==> src/shared/hps_cfg.svh <==
// Summary of operation
// host reads receive bytes only when full
// host writes transmit bytes only when empty
// transmit bytes move intact to dsp receive
// host reads dsp flags any time
// long host strobe gives stable flags
// host reads flag pair twice for consensus
// vector changed only while command clear
// cleared command may still be taken
// never clear command and change vector together
// host sets init, polls until cleared
// each host flag synchronised separately (code passes them through unsynchronised)
// dsp reads host flag pair twice
// reset held for oscillator stabilisation (testbench holds reset 16 cycles, not HPS_OSC_CYC)
// external interrupts idle during reset
// mode 3 reset vector at zero
// device clears init when port ready
`ifndef HPS_CFG_SVH
`define HPS_CFG_SVH
`define HPS_A_TXL     3'h0
`define HPS_A_TXH     3'h1
`define HPS_A_RXL     3'h2
`define HPS_A_RXH     3'h3
`define HPS_A_ICR     3'h4
`define HPS_A_ISR     3'h5
`define HPS_A_CVR     3'h6
`define HPS_A_HFLAG   3'h7
`define HPS_ICR_TRANSMIT_REQUEST_ENABLE  0
`define HPS_ICR_RECEIVE_REQUEST_ENABLE  1
`define HPS_ICR_HF0   3
`define HPS_ICR_HF1   4
`define HPS_ICR_DMA   5
`define HPS_ICR_INIT  7
`define HPS_ISR_RECEIVE_FULL_FLAG  0
`define HPS_ISR_TRANSMIT_EMPTY_FLAG  1
`define HPS_ISR_TRANSFER_READY_FLAG  2
`define HPS_ISR_HF2   3
`define HPS_ISR_HF3   4
`define HPS_ISR_HOST_REQUEST_PIN  7
`define HPS_CVR_HC    7
`define HPS_INIT_CYC  8'h04
`define HPS_OSC_CYC   75000
`define HPS_EXT_CYC   25
`define HPS_RESET_VEC 16'h0000
`define HPS_D_DATA    4'h0
`define HPS_D_RDATA   4'h1
`define HPS_D_FLAGS   4'h2
`define HPS_D_IST     4'h3
`define HPS_D_IEN     4'h4
`define HPS_D_ICLR    4'h5
`define HPS_D_VEC     4'h6
`define HPS_D_DONE    4'h7
`define HPS_H_ADDR    4'h0
`define HPS_H_WDATA   4'h1
`define HPS_H_GO      4'h2
`define HPS_H_RDATA   4'h3
`define HPS_H_STAT    4'h4
`define HPS_H_IST     4'h5
`define HPS_H_IEN     4'h6
`define HPS_H_ICLR    4'h7
`endif

==> src/shared/hps_pkg.sv <==
package hps_pkg;
  typedef logic [7:0] hps_byte_t;
  typedef logic [2:0] hps_addr_t;
  typedef enum logic [3:0] {
    HPS_IDLE   = 4'b0001,
    HPS_STROBE = 4'b0010,
    HPS_HOLD   = 4'b0100,
    HPS_GAP    = 4'b1000
  } hps_bus_state_t;
endpackage

==> src/shared/hps_if.sv <==
`timescale 1ns/1ps
`default_nettype none
interface hps_if;
  logic [2:0] addr;
  logic       host_enable_strobe_n;
  logic       rd_wr_n;
  logic [7:0] host_d_out;
  logic       host_d_oe;
  logic [7:0] dev_d_out;
  logic       dev_d_oe;
  logic       host_request_pin_n;
  modport device (input addr, host_enable_strobe_n, rd_wr_n, host_d_out, host_d_oe,
                  output dev_d_out, dev_d_oe, host_request_pin_n);
  modport host (output addr, host_enable_strobe_n, rd_wr_n, host_d_out, host_d_oe,
                input dev_d_out, dev_d_oe, host_request_pin_n);
endinterface
`default_nettype wire

==> src/logic/hps_sync3.sv <==
`timescale 1ns/1ps
`default_nettype none
// three stages; value moves only when stages two and three agree
module hps_sync3 #(
  parameter int WIDTH = 1
) (
  input  wire logic             sys_clk,
  input  wire logic             rst,
  input  wire logic [WIDTH-1:0] async_in,
  output logic      [WIDTH-1:0] sync_out
);
  logic [WIDTH-1:0] s1_reg;
  logic [WIDTH-1:0] s2_reg;
  logic [WIDTH-1:0] s3_reg;
  always_ff @(posedge sys_clk or posedge rst) begin
    if (rst) begin
      s1_reg <= '0;
      s2_reg <= '0;
      s3_reg <= '0;
    end else begin
      s1_reg <= async_in;
      s2_reg <= s1_reg;
      s3_reg <= s2_reg;
    end
  end
  // per bit agreement, so each flag settles on its own
  always_ff @(posedge sys_clk or posedge rst) begin
    if (rst) begin
      sync_out <= '0;
    end else begin
      for (int i = 0; i < WIDTH; i++) begin
        if (s2_reg[i] == s3_reg[i]) begin
          sync_out[i] <= s3_reg[i];
        end
      end
    end
  end
endmodule // hps_sync3
`default_nettype wire

==> src/logic/hps_device.sv <==
// Added by the designer: strobed register access and the placing of the registers.
`timescale 1ns/1ps
`default_nettype none
`include "hps_cfg.svh"
module hps_device (
  input  wire logic        sys_clk,
  input  wire logic        rst,
  hps_if.device            hp,
  input  wire logic        mode3_ext,
  output logic      [15:0] reset_vector,
  input  wire logic [3:0]  sw_addr,
  input  wire logic [15:0] sw_wdata,
  input  wire logic        sw_wr,
  input  wire logic        sw_rd,
  output logic      [15:0] sw_rdata,
  output logic             irq
);
  import hps_pkg::*;

  logic [2:0]  a_s;
  logic        en_s;
  logic        rw_s;
  logic [7:0]  d_s;
  logic        en_d_reg;
  hps_byte_t   txl_reg;
  hps_byte_t   txh_reg;
  hps_byte_t   rxl_reg;
  hps_byte_t   rxh_reg;
  logic [7:0]  icr_reg;
  logic [7:0]  cvr_reg;
  logic        receive_full_flag_reg;
  logic        transmit_empty_flag_reg;
  logic [1:0]  dflag_reg;
  logic [15:0] dsp_side_receive_reg;
  logic        dsp_receive_full_reg;
  logic [7:0]  init_cnt_reg;
  logic [2:0]  ist_reg;
  logic [2:0]  ien_reg;
  logic [4:0]  hflag_raw;
  logic [4:0]  hflag_s;
  logic        hcp_d_reg;
  logic        en_fall;
  logic        en_rise;
  logic        hwr;
  logic        hrd;
  logic        sw_wr_data;
  logic        sw_rd_data;
  logic [2:0]  ev;
  logic [7:0]  isr_val;

  hps_sync3 #(.WIDTH(13)) u_pin_sync (
    .sys_clk  (sys_clk),
    .rst      (rst),
    .async_in ({hp.addr, hp.host_enable_strobe_n, hp.rd_wr_n, hp.host_d_out}),
    .sync_out ({a_s, en_s, rw_s, d_s})
  );

  assign en_fall = en_d_reg & ~en_s;
  assign en_rise = ~en_d_reg & en_s;
  // write latched at strobe end so data has settled
  assign hwr = en_rise & ~rw_s;
  assign hrd = en_fall & rw_s;
  assign sw_wr_data = sw_wr & (sw_addr == `HPS_D_DATA);
  assign sw_rd_data = sw_rd & (sw_addr == `HPS_D_RDATA);

  always_ff @(posedge sys_clk or posedge rst) begin
    if (rst) begin
      en_d_reg <= 1'b1;
    end else begin
      en_d_reg <= en_s;
    end
  end

  always_ff @(posedge sys_clk or posedge rst) begin
    if (rst) begin
      txl_reg <= 8'h00;
      txh_reg <= 8'h00;
      icr_reg <= 8'h00;
      cvr_reg <= 8'h00;
    end else begin
      if (hwr && transmit_empty_flag_reg && a_s == `HPS_A_TXL) begin
        txl_reg <= d_s;
      end
      if (hwr && transmit_empty_flag_reg && a_s == `HPS_A_TXH) begin
        txh_reg <= d_s;
      end
      if (hwr && a_s == `HPS_A_ICR) begin
        icr_reg <= d_s;
      end else if (init_cnt_reg == 8'h01) begin
        icr_reg[`HPS_ICR_INIT] <= 1'b0;
      end
      if (hwr && a_s == `HPS_A_CVR) begin
        cvr_reg <= d_s;
      end else if (hcp_d_reg && hflag_s[4]) begin
        cvr_reg[`HPS_CVR_HC] <= 1'b0; // taken command clears pending
      end
    end
  end

  // init: short programming delay, then clear
  always_ff @(posedge sys_clk or posedge rst) begin
    if (rst) begin
      init_cnt_reg <= 8'h00;
    end else if (hwr && a_s == `HPS_A_ICR && d_s[`HPS_ICR_INIT]) begin
      init_cnt_reg <= `HPS_INIT_CYC;
    end else if (init_cnt_reg != 8'h00) begin
      init_cnt_reg <= init_cnt_reg - 8'h01;
    end
  end

  // transmit_empty_flag: cleared by high byte write, set after transfer to dsp side
  always_ff @(posedge sys_clk or posedge rst) begin
    if (rst) begin
      transmit_empty_flag_reg             <= 1'b1;
      dsp_receive_full_reg             <= 1'b0;
      dsp_side_receive_reg <= 16'h0000;
    end else begin
      if (hwr && transmit_empty_flag_reg && a_s == `HPS_A_TXH) begin
        transmit_empty_flag_reg <= 1'b0;
      end else if (!transmit_empty_flag_reg && !dsp_receive_full_reg) begin
        dsp_side_receive_reg <= {txh_reg, txl_reg};
        dsp_receive_full_reg             <= 1'b1;
        transmit_empty_flag_reg             <= 1'b1;
      end
      if (sw_rd_data && !(!transmit_empty_flag_reg && !dsp_receive_full_reg)) begin
        dsp_receive_full_reg <= 1'b0;
      end
    end
  end

  always_ff @(posedge sys_clk or posedge rst) begin
    if (rst) begin
      rxl_reg   <= 8'h00;
      rxh_reg   <= 8'h00;
      receive_full_flag_reg  <= 1'b0;
      dflag_reg <= 2'b00;
    end else begin
      if (sw_wr_data && !receive_full_flag_reg) begin
        rxl_reg  <= sw_wdata[7:0];
        rxh_reg  <= sw_wdata[15:8];
        receive_full_flag_reg <= 1'b1;
      end else if (hrd && a_s == `HPS_A_RXL) begin
        receive_full_flag_reg <= 1'b0; // low byte read ends the word
      end
      if (sw_wr && sw_addr == `HPS_D_FLAGS) begin
        dflag_reg <= sw_wdata[1:0];
      end
    end
  end

  always_comb begin
    isr_val = 8'h00;
    isr_val[`HPS_ISR_RECEIVE_FULL_FLAG] = receive_full_flag_reg;
    isr_val[`HPS_ISR_TRANSMIT_EMPTY_FLAG] = transmit_empty_flag_reg;
    isr_val[`HPS_ISR_TRANSFER_READY_FLAG] = transmit_empty_flag_reg & ~dsp_receive_full_reg;
    isr_val[`HPS_ISR_HF2]  = dflag_reg[0];
    isr_val[`HPS_ISR_HF3]  = dflag_reg[1];
    isr_val[`HPS_ISR_HOST_REQUEST_PIN] = ~hp.host_request_pin_n;
  end

  // read data held while strobe low, flags from flops
  always_ff @(posedge sys_clk or posedge rst) begin
    if (rst) begin
      hp.dev_d_out <= 8'h00;
      hp.dev_d_oe  <= 1'b0;
    end else begin
      hp.dev_d_oe <= ~en_s & rw_s;
      if (hrd) begin
        unique case (a_s)
          `HPS_A_RXL:   hp.dev_d_out <= rxl_reg;
          `HPS_A_RXH:   hp.dev_d_out <= rxh_reg;
          `HPS_A_ICR:   hp.dev_d_out <= icr_reg;
          `HPS_A_ISR:   hp.dev_d_out <= isr_val;
          `HPS_A_CVR:   hp.dev_d_out <= cvr_reg;
          default:      hp.dev_d_out <= 8'h00;
        endcase
      end
    end
  end

  always_ff @(posedge sys_clk or posedge rst) begin
    if (rst) begin
      hp.host_request_pin_n <= 1'b1;
    end else begin
      hp.host_request_pin_n <= ~((receive_full_flag_reg & icr_reg[`HPS_ICR_RECEIVE_REQUEST_ENABLE]) |
                                 (transmit_empty_flag_reg & icr_reg[`HPS_ICR_TRANSMIT_REQUEST_ENABLE]));
    end
  end

  // host flags passed straight through, not synchronised: hc, dma, hf1, hf0, receive_full_flag
  assign hflag_raw = {cvr_reg[`HPS_CVR_HC], icr_reg[`HPS_ICR_DMA],
                      icr_reg[`HPS_ICR_HF1], icr_reg[`HPS_ICR_HF0], receive_full_flag_reg};
  always_comb begin
    hflag_s = hflag_raw;
  end

  // command pending seen by core; a late cancel may still fire
  always_ff @(posedge sys_clk or posedge rst) begin
    if (rst) begin
      hcp_d_reg <= 1'b0;
    end else begin
      hcp_d_reg <= hflag_s[4];
    end
  end

  assign ev = {hcp_d_reg & ~hflag_s[4], dsp_receive_full_reg & ~hcp_d_reg, en_rise & ~rw_s};
  always_ff @(posedge sys_clk or posedge rst) begin
    if (rst) begin
      ist_reg <= 3'h0;
      ien_reg <= 3'h0;
    end else begin
      if (sw_wr && sw_addr == `HPS_D_IEN) begin
        ien_reg <= sw_wdata[2:0];
      end
      if (sw_wr && sw_addr == `HPS_D_ICLR) begin
        ist_reg <= (ist_reg & ~sw_wdata[2:0]) | ev;
      end else begin
        ist_reg <= ist_reg | ev;
      end
    end
  end
  assign irq = |(ist_reg & ien_reg);

  always_ff @(posedge sys_clk or posedge rst) begin
    if (rst) begin
      sw_rdata     <= 16'h0000;
      reset_vector <= `HPS_RESET_VEC;
    end else begin
      reset_vector <= mode3_ext ? `HPS_RESET_VEC : {9'h000, cvr_reg[6:0]};
      unique case (sw_addr)
        `HPS_D_RDATA: sw_rdata <= dsp_side_receive_reg;
        `HPS_D_FLAGS: sw_rdata <= {11'h000, hflag_s};
        `HPS_D_IST:   sw_rdata <= {13'h0000, ist_reg};
        `HPS_D_IEN:   sw_rdata <= {13'h0000, ien_reg};
        `HPS_D_VEC:   sw_rdata <= {9'h000, cvr_reg[6:0]};
        `HPS_D_DONE:  sw_rdata <= {14'h0000, dsp_receive_full_reg, transmit_empty_flag_reg};
        default:      sw_rdata <= 16'h0000;
      endcase
    end
  end
endmodule // hps_device
`default_nettype wire

==> src/flat_wrapper.sv <==
// flat-port wrapper written by rule: the top's interface ports become plain ports
module hps_device_flat import hps_pkg::*;
  (sys_clk, rst, mode3_ext, reset_vector, sw_addr, sw_wdata, sw_wr, sw_rd, sw_rdata, irq, hp_addr, hp_host_enable_strobe_n, hp_rd_wr_n, hp_host_d_out, hp_host_d_oe, hp_dev_d_out, hp_dev_d_oe, hp_host_request_pin_n);
  hps_if hp_i ();
  input  wire logic sys_clk;
  input  wire logic rst;
  input  wire logic mode3_ext;
  output logic      [15:0] reset_vector;
  input  wire logic [3:0] sw_addr;
  input  wire logic [15:0] sw_wdata;
  input  wire logic sw_wr;
  input  wire logic sw_rd;
  output logic      [15:0] sw_rdata;
  output logic irq;
  input wire logic [$bits(hp_i.addr)-1:0] hp_addr;
  input wire logic [$bits(hp_i.host_enable_strobe_n)-1:0] hp_host_enable_strobe_n;
  input wire logic [$bits(hp_i.rd_wr_n)-1:0] hp_rd_wr_n;
  input wire logic [$bits(hp_i.host_d_out)-1:0] hp_host_d_out;
  input wire logic [$bits(hp_i.host_d_oe)-1:0] hp_host_d_oe;
  output wire logic [$bits(hp_i.dev_d_out)-1:0] hp_dev_d_out;
  output wire logic [$bits(hp_i.dev_d_oe)-1:0] hp_dev_d_oe;
  output wire logic [$bits(hp_i.host_request_pin_n)-1:0] hp_host_request_pin_n;
  assign hp_i.addr = hp_addr;
  assign hp_i.host_enable_strobe_n = hp_host_enable_strobe_n;
  assign hp_i.rd_wr_n = hp_rd_wr_n;
  assign hp_i.host_d_out = hp_host_d_out;
  assign hp_i.host_d_oe = hp_host_d_oe;
  assign hp_dev_d_out = hp_i.dev_d_out;
  assign hp_dev_d_oe = hp_i.dev_d_oe;
  assign hp_host_request_pin_n = hp_i.host_request_pin_n;
  hps_device u_core (.sys_clk(sys_clk), .rst(rst), .hp(hp_i), .mode3_ext(mode3_ext), .reset_vector(reset_vector), .sw_addr(sw_addr), .sw_wdata(sw_wdata), .sw_wr(sw_wr), .sw_rd(sw_rd), .sw_rdata(sw_rdata), .irq(irq));
endmodule
==> config.mk <==
export PLATFORM = sky130hd
export DESIGN_NAME = hps_device_flat
export DESIGN_NICKNAME = d
export VERILOG_FILES = /design/src/shared/hps_pkg.sv /design/src/shared/hps_if.sv /design/src/logic/hps_sync3.sv /design/src/logic/hps_device.sv /design/src/flat_wrapper.sv
export VERILOG_INCLUDE_DIRS = /design/src /design/src/shared
export SDC_FILE = /design/constraint.sdc
export NUM_CORES = 1
export LEC_CHECK = 0
export BUFFER_PORTS_ARGS = -buffer_cell sky130_fd_sc_hd__clkbuf_2
export CAP_MARGIN = 5
export CELL_PAD_IN_SITES_DETAIL_PLACEMENT = 0
export CELL_PAD_IN_SITES_GLOBAL_PLACEMENT = 2
export CORE_MARGIN = 10
export CORE_UTILIZATION = 43
export CTS_BUF_LIST = sky130_fd_sc_hd__clkbuf_8 sky130_fd_sc_hd__clkbuf_16
export CTS_CLUSTER_SIZE = 12
export DETAILED_ROUTE_END_ITERATION = 16
export PLACE_DENSITY = 0.89
export SYNTH_ARGS = -nofsm -noshare
export SYNTH_HDL_FRONTEND = slang
export SYNTH_SLANG_ARGS = --single-unit
==> constraint.sdc <==
create_clock -name sys_clk -period 12 [get_ports sys_clk]
set_clock_uncertainty 0.1 [all_clocks]
set_input_delay 2.4 -clock sys_clk [delete_from_list [all_inputs] [get_ports sys_clk]]
set_output_delay 2.4 -clock sys_clk [all_outputs]
set_load 0.02 [all_outputs]
After elaboration in Yosys (flattened, before gate mapping)
Cells that the tools add are included.
- logic and storage cells: 141
- memories: 0
- memory bits (read-only): 0
- register bits after elaboration: 179
- memory bits (writable): 0
- latch bits: 0
- multiplexer cells: 16
- eq/ne operators: 28
- multipliers: 0
- bitwise gates (word level): 27
- order comparisons: 0
- $add $sub $neg: 1
- shift operators: 0
- reductions and logical operators: 30
- divide/modulo/power cells: 0
- operators by type and width (kind ; number):
    $pmux W16 S6 ; 1
    $pmux W8 S5 ; 1
    $eq A4 B3 Y1 const B ; 4
    $mux W8 ; 2
    $logic_and A1 B1 Y1 ; 14
    $eq A1 B1 Y1 ; 13
    $and A1 B1 Y1 ; 12
    $reduce_bool A2 Y1 ; 6
    $mux W1 ; 10
    $eq A3 B3 Y1 const B ; 3
    $not A1 Y1 ; 9
    $eq A4 B2 Y1 const B ; 2
    $eq A8 B1 Y1 const B ; 1
    $reduce_bool A8 Y1 ; 1
    $sub A8 B1 Y8 const B ; 1
    $mux W7 ; 1
    $and A3 B3 Y3 ; 2
    $eq A3 B2 Y1 const B ; 2
    $or A3 B3 Y3 ; 2
    $eq A4 B1 Y1 const B ; 1
    $logic_not A1 Y1 ; 4
    $logic_not A4 Y1 ; 1
    $reduce_and A2 Y1 ; 2
    $eq A3 B1 Y1 const B ; 1
    other kinds (6) ; 6

Longest topological paths before layout
Gate-level depths: netlist (run 1).
- depth in word-level cells: 7
- gate-level depth with buffers: 5
- mapped depth without buffers: 5

Hierarchy
A second synthesis (run 1) with hierarchy kept.
- cells, all modules: 464
- area, all modules: 6582.6 um2
- modules (own cells, without submodules) (module ; area an instance (um2) ; times used ; cells each ; seq. area each (um2)):
    hps_device ; 5131.2 ; 1 ; 398 ; 2956.6
    hps_sync3 ; 1451.4 ; 1 ; 66 ; 1301.2

Worst setup path before layout (run 1)
Ideal clock, no wire load.
- kind: input -> register
- start: in sw_addr[0]
- end: reg u_core.dflag_reg[0]
- data arrival time: 3.394 ns
- data required time: 11.775 ns
- setup slack: 8.381 ns
- path buffers: 1
- stages on the path: 4
- path through: clkbuf_1 -> nor4b_1 -> nand2_1 -> mux2_2
- cells in the longest elaborated chain, start to end: 2
- RTL lines (what ; RTL line ; text):
    from (decl) ; flat_wrapper.sv:9 ; input wire logic [3:0] sw_addr;
    $eq A4 B2 Y1 (no line) ; n/a ;
    $logic_and A1 B1 Y1 (no line) ; n/a ;
    to (signal assigned) ; hps_device.sv:146 ; dflag_reg <= sw_wdata[1:0];
    to (decl) ; hps_device.sv:33 ; logic [1:0] dflag_reg;
No other way between the ends.
A chain may end at the register's enable or synchronous reset.

Worst setup path after layout (run 1)
- start: reg u_core.ist_reg[2]
- end: out irq
- cells in the longest elaborated chain, start to end: 2
- RTL lines (what ; RTL line ; text):
    from (decl) ; hps_device.sv:37 ; logic [2:0] ist_reg;
    from (signal assigned) ; hps_device.sv:216 ; ist_reg <= (ist_reg & ~sw_wdata[2:0]) | ev;
    from (signal assigned) ; hps_device.sv:218 ; ist_reg <= ist_reg | ev;
    $and A3 B3 Y3 ; hps_device.sv:222 ; assign irq = |(ist_reg & ien_reg);
    $reduce_or A3 Y1 ; hps_device.sv:222 ;
    to (decl) ; flat_wrapper.sv:14 ; output logic irq;
No other way between the ends.

==> results of run 1 <==
per-stage QoR:
step | util | instance area (um^2) | setup WS [ns] | std cells | hold slack [ns]
after floorplan | - | 6690 | 4.90 | 483 | 0.231
after global placement | 0.473 | 7190 | 7.69 | 721 | 0.233
after detailed placement | 0.473 | 7190 | 7.65 | 721 | 0.235
after CTS | 0.511 | 7770 | 8.06 | 752 | 0.244
after global routing | 0.511 | 7770 | 7.96 | 752 | 0.249
final | 0.511 | 7770 | 8.09 | 752 | 0.243
routing by layer:
metal,up-vias,part of all wire
li1,1869,-
met1,2095,0.46
met2,108,0.47
met3,19,0.058
met4,0,0.015
met5,-,0
path summary, 6_finish.rpt:
check,startpoint,to,slack (ns),cells after the start
worst max-delay path,u_core.ist_reg[2],irq,8.09,3
worst min-delay path,u_core.u_pin_sync.s1_reg[9],u_core.u_pin_sync.s2_reg[9],0.24,0
worst max register to register,u_core.u_pin_sync.sync_out[10],u_core.cvr_reg[0],9.61,3
worst min register to register,u_core.u_pin_sync.s1_reg[9],u_core.u_pin_sync.s2_reg[9],0.24,0
max in group asynchronous,rst,u_core.hp.dev_d_out[4],8.40,3
min in group asynchronous,rst,u_core.u_pin_sync.s1_reg[7],2.14,2
area by class of cell:
cell class,instances,area (um^2)
multi-input cells,277,2260
repair buffers,76,393
fillers,1353,7440
inverters,10,42.5
clock inverters,14,149
well taps,188,235
flip-flops and latches,170,4260
clock buffers,17,425
cells in the mapped netlist, types with 5 or more instances:
cell type / number
a32oi_1: 10
nor2b_1: 18
and4b_1: 14
mux2_2: 72
buf_4: 9
nand2_1: 17
and2_1: 10
maj3_1: 13
nand4_1: 5
nand3_1: 10
nor2_1: 8
and3b_1: 5
a22oi_1: 5
a21oi_1: 5
o21ai_0: 9
inv_1: 10
a211oi_1: 10
dfrtp_1: 167
clkbuf_1: 14
placed cells by master, fill, tap and decap left out, types with 3 or more instances in the layout:
master / count
and3b_1: 5
clkbuf_16: 17
a21oi_1: 5
a31oi_1: 4
nand4_1: 5
o21ai_0: 9
clkinv_4: 3
dfstp_2: 3
nor3_1: 4
clkinvlp_4: 4
inv_6: 3
maj3_1: 13
a211oi_1: 10
mux2_2: 72
and2_1: 10
nor4bb_1: 3
ha_1: 3
dfrtp_1: 167
clkbuf_2: 71
buf_4: 5
and3_1: 3
conb_1: 9
and4b_1: 14
nor2b_1: 18
inv_1: 9
clkinv_2: 3
nor2_1: 8
nand2_1: 17
a32oi_1: 10
a22oi_1: 5
nand3_1: 10
a22o_1: 3
cell families (layout without fill, tap and decap cells):
family / count (synthesis) / in the layout / synth area share
buffers and inverters: 36 / 117 / 0.0259
other: 1 / 9 / 0.000563
AO/OA/AOI/OAI: 62 / 62 / 0.0690
flip-flops: 170 / 170 / 0.640
adder cells (fa/ha/maj): 16 / 16 / 0.0252
AND/OR/NAND/NOR: 117 / 117 / 0.117
multiplexers: 73 / 73 / 0.123
where the power goes:
part / total [mW] / internal [mW] / leakage, nW / switching (mW)
Sequential: 0.793 / 0.695 / 2.15 / 0.0979
Clock: 0.529 / 0.306 / 0.271 / 0.224
Combinational: 0.259 / 0.134 / 1.23 / 0.125
Total: 1.58 / 1.13 / 3.66 / 0.446
worst reg2reg max path, stage by stage (launching register included):
cell     delay (ns)
dfrtp_1        0.72
nor2b_1        0.59
and3_1         0.48
mux2_2         0.39
==> results summary, run 1 <==
The run finished with clean final reports. Dividing the final minimum period by the clock period gives 0.326. The maximum vdd ir drop came out at about 0.11 mV.

The global-route congestion overflow total came out at 0. The horizontal extent of the die came out at 144 um. The number of global-route vias before repair is 4176.

Counting flops with an async set or reset pin after synthesis yields a share of 1.00. The die area is 0.0209 mm^2. The area growth from synthesis to layout is 16.7%.

The die extent in y came out at 144 um. Counting every instance in the synthesized netlist gives roughly 480. The total power came out at 1.58 mW.

Averaged over all synthesized cells, the footprint is 14.0 um^2. In this design, the largest share of critical-path delay is due to flip-flops. Once the clock tree was built, the resizer swapped 0 gates to a different size. The total count of max-transition violations in the final report is 0. The total via count in the routed design came out at about 4100. Setup repair after global routing left no endpoint under its margin. The average wire length per cell after detail routing is roughly 19 um.

The depth of the CTS H-tree came out at 4. In this run the worst path has a maximum fanout of 3. For met3 alone, demand over resource in global routing was 0.0374.

The hold violation count in the final report came out at 0. The number of clock sinks came out at 170. The iteration-0 DRC count of the detailed router came out at approximately 250.

The final layout contains 594 nets. The global routing usage on met1 came out at 0.185. For this design the static power due to leakage is ~3.7 nW. The setup TNS is 0 ns.

The synthesized cell area came out at between 0.006 and 0.007 mm^2. The slowest stage of the critical path is the dfrtp_1 cell. The initial standard-cell utilization of the core is 0.438. Entering global routing, the biggest net connects 121 pins.

At the end of routability-driven placement, the weighted congestion stood at 0.805. The area inside the core boundary came out at 0.0152 mm^2. After detailed routing, the number of vias per cell comes to between 5 and 6. The latest clock arrival within the worst-skew pair came out at roughly 0.42 ns. The worst path needs 3.91 ns of the cycle, external delays included. The measured slew at the worst slew-check pin is 1.02 ns. The initial antenna violation count came out at 0. The fraction of final layout cells sized beyond drive strength 1 came out at 0.344. The post-detailed-placement half-perimeter wirelength came out at 9560 um. The remaining number of nets flagged by the antenna check after routing is 0. The share of the Yosys chip area taken by registers is 0.640. In the routed design, unresolved DRC markers number 0. The count of endpoints failing setup in the final report came out at 0.

At the worst endpoint, the required time is 9.50 ns. Based on the critical path, the design can be clocked at up to approximately 0.26 GHz. The number of search-and-repair iterations in the first detailed-routing pass is 4. Yosys printed 0 warnings.

The worst max-slew margin expressed relative to the limit came out at 0.322. The total global-route track usage is 0.139. CTS placed an instance of clkbuf_16 at the clock tree root. For the worst setup path, the data arrival time is 1.41 ns. The total power divided by cell area is slightly above 200 mW/mm^2. The number of ports placed on the die boundary is 82. The type of the setup path with the least slack is register to output port. The number of hold buffers added after cts is 0. TritonCTS built the clock tree. The count of flip-flops with a built-in enable after synthesis came out at 0.

The proportion of netlist area held by the largest area contributor is 0.628. The first global-routing pass estimated around 23000 um of wire. The number of antenna repair diodes came out at 0. STA classifies the critical path endpoint as an output port.

The worst-case clock buffer depth came out at 2. The number of setup buffers added after CTS came out at 0. Clock-pin slew was measured on the worst setup and hold paths at 0.07 ns. The met2 track demand over resource in global routing came out at 0.213.

The critical path contains buffers and inverters numbering 2 combined. The number of max-cap violations came out at 0. The largest area contributor in the synthesized netlist is dfrtp_1.

The count of state elements after synthesis came out at 170. Traced cell by cell, the critical path runs through a222oi_1, inv_1, clkbuf_2. After global routing, the most crowded layer is met2. The number of rows created at floorplan came out at 45. The worst setup path is launched from a register.

The final wirelength is 14000 um. Synthesis instantiated 57 different standard cells from the library. The number of clock buffers inserted by TritonCTS is 17. After synthesis, the cell types taking the most area are dfrtp_1 (63%), mux2_2 (12%), and4b_1 (2.1%), maj3_1 (2.0%), nor2b_1 (1.7%). The tightest min-delay check is of the register to register type.

The count of input and output buffers is 71. The largest stage delay on the critical path is 0.42 ns. In the synthesized netlist the dominant register cell turns out to be dfrtp_1.
No activity file was read; power rests on OpenSTA's default activity.
==> run 2, diff against run 1 <==
--- a/config.mk
+++ b/config.mk
@@ -11,11 +11,11 @@
 export CELL_PAD_IN_SITES_DETAIL_PLACEMENT = 0
 export CELL_PAD_IN_SITES_GLOBAL_PLACEMENT = 2
 export CORE_MARGIN = 10
-export CORE_UTILIZATION = 43
+export CORE_UTILIZATION = 40
 export CTS_BUF_LIST = sky130_fd_sc_hd__clkbuf_8 sky130_fd_sc_hd__clkbuf_16
 export CTS_CLUSTER_SIZE = 12
 export DETAILED_ROUTE_END_ITERATION = 16
-export PLACE_DENSITY = 0.89
+export PLACE_DENSITY = 0.84
 export SYNTH_ARGS = -nofsm -noshare
 export SYNTH_HDL_FRONTEND = slang
 export SYNTH_SLANG_ARGS = --single-unit
==> constraint.sdc (replaced) <==
create_clock -name sys_clk -period 4 [get_ports sys_clk]
set_clock_uncertainty 0.1 [all_clocks]
set_input_delay 0.8 -clock sys_clk [delete_from_list [all_inputs] [get_ports sys_clk]]
set_output_delay 0.8 -clock sys_clk [all_outputs]
set_load 0.02 [all_outputs]
==> run 2 against run 1 <==
Via count shrank 1.4%. First-iteration DRC count grew 3.3%. Sequential power rose to 3.0 times the previous value. Worst hold slack better by 0.0018 ns. Highest routed layer unchanged.
==> results summary, run 2 (synthesized netlist as in run 1, its figures left out) <==
The total via count in the routed design is 4032 (was 4091). The global-route congestion overflow total was 0 (unchanged). The number of search-and-repair iterations in the first detailed-routing pass came out at 5 (was 4).

The maximum vdd ir drop came out at 0.355 mV (was 0.107 mV). Status: finished, final reports clean (unchanged). The terminus of the critical flop-to-flop path is u_core.cvr_reg[5] (was u_core.cvr_reg[0]). The final cycle utilization of the critical path is 0.590.

The source of the worst hold timing path is u_core.u_pin_sync.s1_reg[9] (unchanged). The category of the worst setup path capture point was a register (was output port). The number of clock sinks came to 170 (unchanged). The most common cell after layout, fill and taps aside is dfrtp_1 (unchanged).

The final-layout fill cell count is 1489 (was 1353). The maximum number of pins on one net before global-route repair came out at 171 (was 121). The count of input and output buffers is 71 (unchanged). The highest fanout seen on the critical path is 33 (was 3). The final wirelength came to 14100 um (was 14000 um). The number of setup buffers added after CTS is 0 (unchanged). The buffer and inverter count on the worst path is 0 (was 2). The slack of the worst reg-to-reg path came to 1.64 ns (was 9.61 ns). The utilization after layout came to 0.477 (was 0.511). Highest-count cells in the layout ignoring fill and taps: dfrtp_1 (167), mux2_2 (72), clkbuf_2 (71), nor2b_1 (18) (unchanged). The wire length of the first global-routing pass came out at 23500 um (was 22600 um).

The number of max-cap violations was 0 (unchanged). The count of endpoints failing setup in the final report was 0 (unchanged). The total global-route track usage came to 0.134 (was 0.139). The most used routing layer in global routing is met2 (unchanged).

The depth of the CTS H-tree came to 4 (unchanged). The die area came out at 0.0222 mm^2 (was 0.0209 mm^2). The net count reported at finish came out at 595 (was 594). The worst-case clock buffer depth came to 2 (unchanged). The total count of max-transition violations in the final report is 0 (unchanged). The leakage power of the design is 3.69 nW (was 3.66 nW).

The number of clock buffers inserted by TritonCTS was 17 (unchanged). The type of the setup path with the least slack is register to register (was register to output port). The total power is 4.81 mW (was 1.58 mW). The clock tree from TritonCTS is built (unchanged).

The setup TNS came out at 0 ns (unchanged). The die extent in y is 149 um (was 144 um). The total of cells resized after clock tree synthesis is 0 (unchanged).

The area inside the core boundary is 0.0165 mm^2 (was 0.0152 mm^2). The worst endpoint data arrival time is 2.58 ns (was 1.41 ns). The number of ports placed on the die boundary came out at 82 (unchanged). The hold violation count in the final report is 0 (unchanged). The number of rows created at floorplan is 47 (was 45). The global placer's final weighted congestion came to 0.793 (was 0.805). The area overhead of the layout relative to synthesis is 18.0% (was 16.7%). The iteration-0 DRC count of the detailed router came to 253 (was 245). The placed cell count is 754 (was 721). The number of global-route vias before repair is 4307 (was 4176).

The required time of the critical path is 4.22 ns (was 9.50 ns). The initial antenna violation count is 0 (unchanged). The horizontal extent of the die came out at 149 um (was 144 um). The global-route track usage on met3 is 0.0407 (was 0.0374). The average wire length per cell after detail routing came out at 17.9 um (was 18.6 um). The post-detailed-placement half-perimeter wirelength is 9710 um (was 9560 um). The fraction of final layout cells sized beyond drive strength 1 is 0.345 (was 0.344). The worst hold endpoint is u_core.u_pin_sync.s2_reg[9] (unchanged). The path type of the worst min-delay path is register to register (unchanged). The latest clock arrival within the worst-skew pair came out at 0.43 ns (was 0.42 ns). The cell count of the worst reg-to-reg path is 3 (unchanged).

The remaining number of nets flagged by the antenna check after routing came out at 0 (unchanged). The largest stage delay on the critical path came to 0.72 ns (was 0.42 ns). The global routing usage on met1 came out at 0.174 (was 0.185).

The number of antenna repair diodes was 0 (unchanged). For this run, the top clock speed supported by timing is roughly 0.42 GHz. The final non-filler cell total came out at 786 (was 752). The clock root buffer is clkbuf_16 (unchanged). The remaining routing DRC violations came out at 0 (unchanged).

The cell with the biggest individual delay on the critical path is dfrtp_1 (unchanged). The initial standard-cell utilization of the core is 0.404 (was 0.438). The measured slew at the worst slew-check pin is 1.04 ns (was 1.02 ns). The clock period minus worst slack came out at 2.36 ns. The total power divided by cell area came out at 612 mW/mm^2 (was 204 mW/mm^2).

The met2 track demand over resource in global routing came out at 0.206 (was 0.213). The critical register-to-register path startpoint was u_core.u_pin_sync.sync_out[10] (unchanged). The hold path depth is 0 (unchanged). The largest delay contributor family on the critical path is simple AND/OR/NAND/NOR gates (was flip-flops).

The via-per-instance ratio came to 5.13 (was 5.44). RSZ-0062 raised after global routing: no (unchanged). The clock transition at the registers of the reported paths came to 0.07 ns (about the same). The number of hold buffers added after cts came out at 0 (unchanged). The worst max-slew margin expressed relative to the limit came out at 0.297 (was 0.322). Chain of cells forming the critical path: nor2b_1, and3_1, mux2_2 (was a222oi_1, inv_1, clkbuf_2). The kind of start point of the critical path is a register (unchanged).
==> run 2: changes by cell type in the layout (fill, tap and decap cells not counted), sizes merged <==
cell,change
clkinvlp,-2
inv,+1
clkbuf,+3
clkinv,-1
buf,+1
==> run 2: power breakdown <==
part           switching [mW]  internal (mW)  leakage [nW]
Sequential              0.296           2.08          2.15
Combinational           0.375          0.405          1.24
Clock                   0.675          0.977         0.300
==> run 2: worst max-delay path by stage <==
stage | start | endpoint | slack, ns | cells after the start
finish | u_core.u_pin_sync.sync_out[10] | u_core.cvr_reg[5] | 1.64 | 3
global route | u_core.u_pin_sync.sync_out[10] | u_core.cvr_reg[0] | 1.41 | 3
CTS | u_core.u_pin_sync.sync_out[10] | u_core.cvr_reg[5] | 1.59 | 3
detailed placement | sw_addr[2] | u_core.dflag_reg[1] | 1.56 | 4
global placement | sw_addr[0] | u_core.dflag_reg[1] | 1.59 | 4
floorplan | rst | u_core.cvr_reg[0] | 0.93 | 1
==> run 2: worst register-to-register path, cell delays in order, from the launching register on <==
cell and delay, ns:
dfrtp_1 0.72, nor2b_1 0.57, and3_1 0.47, mux2_2 0.39
==> run 2: metal layers <==
metal  wire [um]  vias up  share of wire
li1            -     1879              -
met1        6480     2047           0.46
met2        6660       86           0.47
met3         727       20          0.052
met4         217        0          0.015
met5           0        -              0
==> run 2: layout make-up <==
class | instances | area [um^2] | area share
clock buffer | 20 | 467 | 0.0594
clock inverter | 12 | 140 | 0.0178
inverter | 10 | 41.3 | 0.00525
multi-input combinational | 277 | 2260 | 0.288
sequential | 170 | 4260 | 0.542
tap | 220 | 275 | 0.0350
timing repair buffer | 77 | 413 | 0.0525
==> run 2: stage by stage <==
step	worst slack, ns	hold slack, ns	cell area (um^2)
CTS	1.59	0.249	7860
detailed placement	1.56	0.235	7250
global placement	1.59	0.232	7250
floorplan	0.934	0.231	6690
finish	1.64	0.245	7860
global route	1.41	0.253	7860
==> run 3, diff against run 2 <==
--- a/config.mk
+++ b/config.mk
@@ -11,11 +11,11 @@
 export CELL_PAD_IN_SITES_DETAIL_PLACEMENT = 0
 export CELL_PAD_IN_SITES_GLOBAL_PLACEMENT = 2
 export CORE_MARGIN = 10
-export CORE_UTILIZATION = 40
+export CORE_UTILIZATION = 36
 export CTS_BUF_LIST = sky130_fd_sc_hd__clkbuf_8 sky130_fd_sc_hd__clkbuf_16
 export CTS_CLUSTER_SIZE = 12
 export DETAILED_ROUTE_END_ITERATION = 16
-export PLACE_DENSITY = 0.84
+export PLACE_DENSITY = 0.8
 export SYNTH_ARGS = -nofsm -noshare
 export SYNTH_HDL_FRONTEND = slang
 export SYNTH_SLANG_ARGS = --single-unit
==> constraint.sdc (replaced) <==
create_clock -name sys_clk -period 2 [get_ports sys_clk]
set_clock_uncertainty 0.1 [all_clocks]
set_input_delay 0.4 -clock sys_clk [delete_from_list [all_inputs] [get_ports sys_clk]]
set_output_delay 0.4 -clock sys_clk [all_outputs]
set_load 0.02 [all_outputs]
==> run 3 against run 2 <==
Worst hold slack lost 0.14 ns. Clock power rose by 95%. Core utilization fell by 2.5 points. Via count increased by 2.5%. Count of clock-buffer cells in the layout down 3. Critical path depth unchanged. First-iteration DRC count is 32% lower. Sequential share of layout area shrank 2.1 points. Global-route usage is 0.67 points lower. Die area is 9.6% higher.
==> results summary, run 3 (synthesized netlist as in run 1, its figures left out) <==
The number of ports placed on the die boundary came out at 82 (unchanged). The final-layout fill cell count came out at 1598 (was 1489). The fraction of final layout cells sized beyond drive strength 1 was 0.357 (was 0.345).

The number of clock buffers inserted by TritonCTS came to 17 (unchanged). The total via count in the routed design is 4133 (was 4032). The latest clock arrival within the worst-skew pair came out at 0.43 ns (about the same). The die area is 0.0243 mm^2 (was 0.0222 mm^2). RSZ-0062 raised after global routing: yes (was no). The most used routing layer in global routing is met2 (unchanged). The highest fanout seen on the critical path came out at 3 (was 33). The total power divided by cell area was 1180 mW/mm^2 (was 612 mW/mm^2). The count of endpoints failing setup in the final report is 0 (unchanged). The post-layout worst setup margin came out at 0.0730 ns (was 1.64 ns).

The most common cell after layout, fill and taps aside is dfrtp_1 (unchanged). The category of the worst setup path capture point is an output port (was register). The kind of start point of the critical path is a register (unchanged). The type of the setup path with the least slack was register to output port (was register to register). The required time of the critical path is 1.50 ns (was 4.22 ns). The worst endpoint data arrival time is 1.43 ns (was 2.58 ns). The hold violation count in the final report came out at 0 (unchanged). The global placer's final weighted congestion was 0.836 (was 0.793). The leakage power of the design is 3.84 nW (was 3.69 nW). The area inside the core boundary came out at 0.0181 mm^2 (was 0.0165 mm^2). The horizontal extent of the die is 156 um (was 149 um). The via-per-instance ratio came out at 4.99 (was 5.13).

The remaining number of nets flagged by the antenna check after routing is 0 (unchanged). Highest-count cells in the layout ignoring fill and taps: dfrtp_1 (167), mux2_2 (72), clkbuf_2 (70), buf_4 (21), nor2b_1 (18) (was dfrtp_1 (167), mux2_2 (72), clkbuf_2 (71), nor2b_1 (18)). The total power came out at 9.66 mW (was 4.81 mW).

The met2 track demand over resource in global routing was 0.197 (was 0.206). The minimum hold slack came out at 0.105 ns (was 0.245 ns). The count of input and output buffers came out at 71 (unchanged). The number of max-cap violations is 0 (unchanged). The net count reported at finish came to 628 (was 595). The depth of the CTS H-tree is 4 (unchanged). The maximum vdd ir drop is 0.716 mV (was 0.355 mV).

The number of global-route vias before repair came out at 4496 (was 4307). The average wire length per cell after detail routing came out at 17.8 um (was 17.9 um). The area overhead of the layout relative to synthesis is 22.8% (was 18.0%).

The path type of the worst min-delay path is input pin to register (was register to register). The worst slack at placement is 0.203 ns (was 1.56 ns). The total global-route track usage came out at 0.127 (was 0.134). The initial antenna violation count was 0 (unchanged). The number of antenna repair diodes is 0 (unchanged). The cell with the biggest individual delay on the critical path is dfrtp_1 (unchanged). The wire length of the first global-routing pass is 24400 um (was 23500 um).

The clock period minus worst slack came out at 1.93 ns. The clock tree from TritonCTS is built (unchanged). The number of clock sinks came out at 170 (unchanged). The number of search-and-repair iterations in the first detailed-routing pass was 4 (was 5). The setup TNS came out at 0 ns (unchanged).

The total count of max-transition violations in the final report is 0 (unchanged). The worst-case clock buffer depth is 2 (unchanged). The number of rows created at floorplan is 49 (was 47).

The remaining routing DRC violations came to 0 (unchanged). The global-route congestion overflow total came out at 0 (unchanged). Chain of cells forming the critical path: a222oi_1, inv_1, buf_6 (was nor2b_1, and3_1, mux2_2). The post-detailed-placement half-perimeter wirelength is 10600 um (was 9710 um). The largest stage delay on the critical path came out at 0.41 ns (was 0.72 ns). The maximum number of pins on one net before global-route repair is 73 (was 171). Status: finished, final reports clean (unchanged). The initial standard-cell utilization of the core came out at 0.368 (was 0.404). The clock transition at the registers of the reported paths is 0.06 ns (was 0.07 ns). The post-place instance area is 0.00743 mm^2 (was 0.00725 mm^2). The die extent in y came to 156 um (was 149 um). The achievable frequency is 0.519 GHz. The global routing usage on met1 is 0.168 (was 0.174). The final wirelength is 14700 um (was 14100 um).

The global-route track usage on met3 is 0.0375 (was 0.0407). The iteration-0 DRC count of the detailed router came out at 173 (was 253). The final cycle utilization of the critical path is 0.964.

The cell area after layout is 0.00818 mm^2 (was 0.00786 mm^2). The clock root buffer is clkbuf_16 (unchanged).
==> run 3: cell count changes in the layout (fill, tap and decap cells not counted), moves of 2 or more <==
cell,delta
clkinv_4,-2
buf_4,+16
clkbuf_8,-3
buf_12,+3
inv_6,+2
clkinv_8,+2
dlygate4sd3_1,+14
==> run 3: worst paths after layout <==
| path | from | endpoint | slack (ns) | depth (start not counted) |
|---|---|---|---|---|
| max | u_core.ien_reg[2] | irq | 0.07 | 3 |
| min | sw_wdata[8] | u_core.rxh_reg[0] | 0.10 | 2 |
| max reg2reg | u_core.init_cnt_reg[0] | u_core.init_cnt_reg[4] | 0.18 | 6 |
| min reg2reg | u_core.u_pin_sync.s1_reg[9] | u_core.u_pin_sync.s2_reg[9] | 0.25 | 0 |
| max in group asynchronous | rst | u_core.hp.host_request_pin_n | 0.74 | 4 |
| min in group asynchronous | rst | u_core.u_pin_sync.s1_reg[7] | 0.37 | 3 |
==> run 3: timing repair <==
action	CTS	global route
endpoints found under the hold margin	22	0
resized for setup	0	3
buffers inserted	0	1
endpoints found under the setup margin	0	1
hold buffers	14	0
==> run 3: routing by layer <==
metal / up-vias / wire (um)
li1: 1946 / -
met1: 2095 / 7050
met2: 72 / 7030
met3: 20 / 515
met4: 0 / 148
met5: - / 0
==> run 3: worst max-delay path, delay by kind of cell (launching register included) <==
kind            cells  cell delay [ns]
buf+inv             2             0.23
flops               1             0.41
compound gates      1             0.36
==> run 3: per-stage QoR <==
| step | std cells | util |
|---|---|---|
| after floorplan | 483 | - |
| after global placement | 781 | 0.411 |
| after detailed placement | 781 | 0.411 |
| after CTS | 827 | 0.451 |
| after global routing | 828 | 0.452 |
| final | 828 | 0.452 |
==> run 3: report_power, final <==
part           total [mW]  internal (mW)  switching, mW
clock network        3.21           1.76           1.45
registers            4.73           4.17          0.568
logic                1.72          0.900          0.821
total                9.66           6.83           2.84
==> run 3: layout make-up <==
| class | instances | area (um^2) | share of cell area |
|---|---|---|---|
| multi-input cells | 277 | 2260 | 0.277 |
| clock buffers | 17 | 425 | 0.0520 |
| clock inverters | 15 | 161 | 0.0197 |
| well taps | 229 | 287 | 0.0350 |
| repair buffers | 110 | 739 | 0.0904 |
| flip-flops and latches | 170 | 4260 | 0.521 |
| inverters | 10 | 41.3 | 0.00505 |
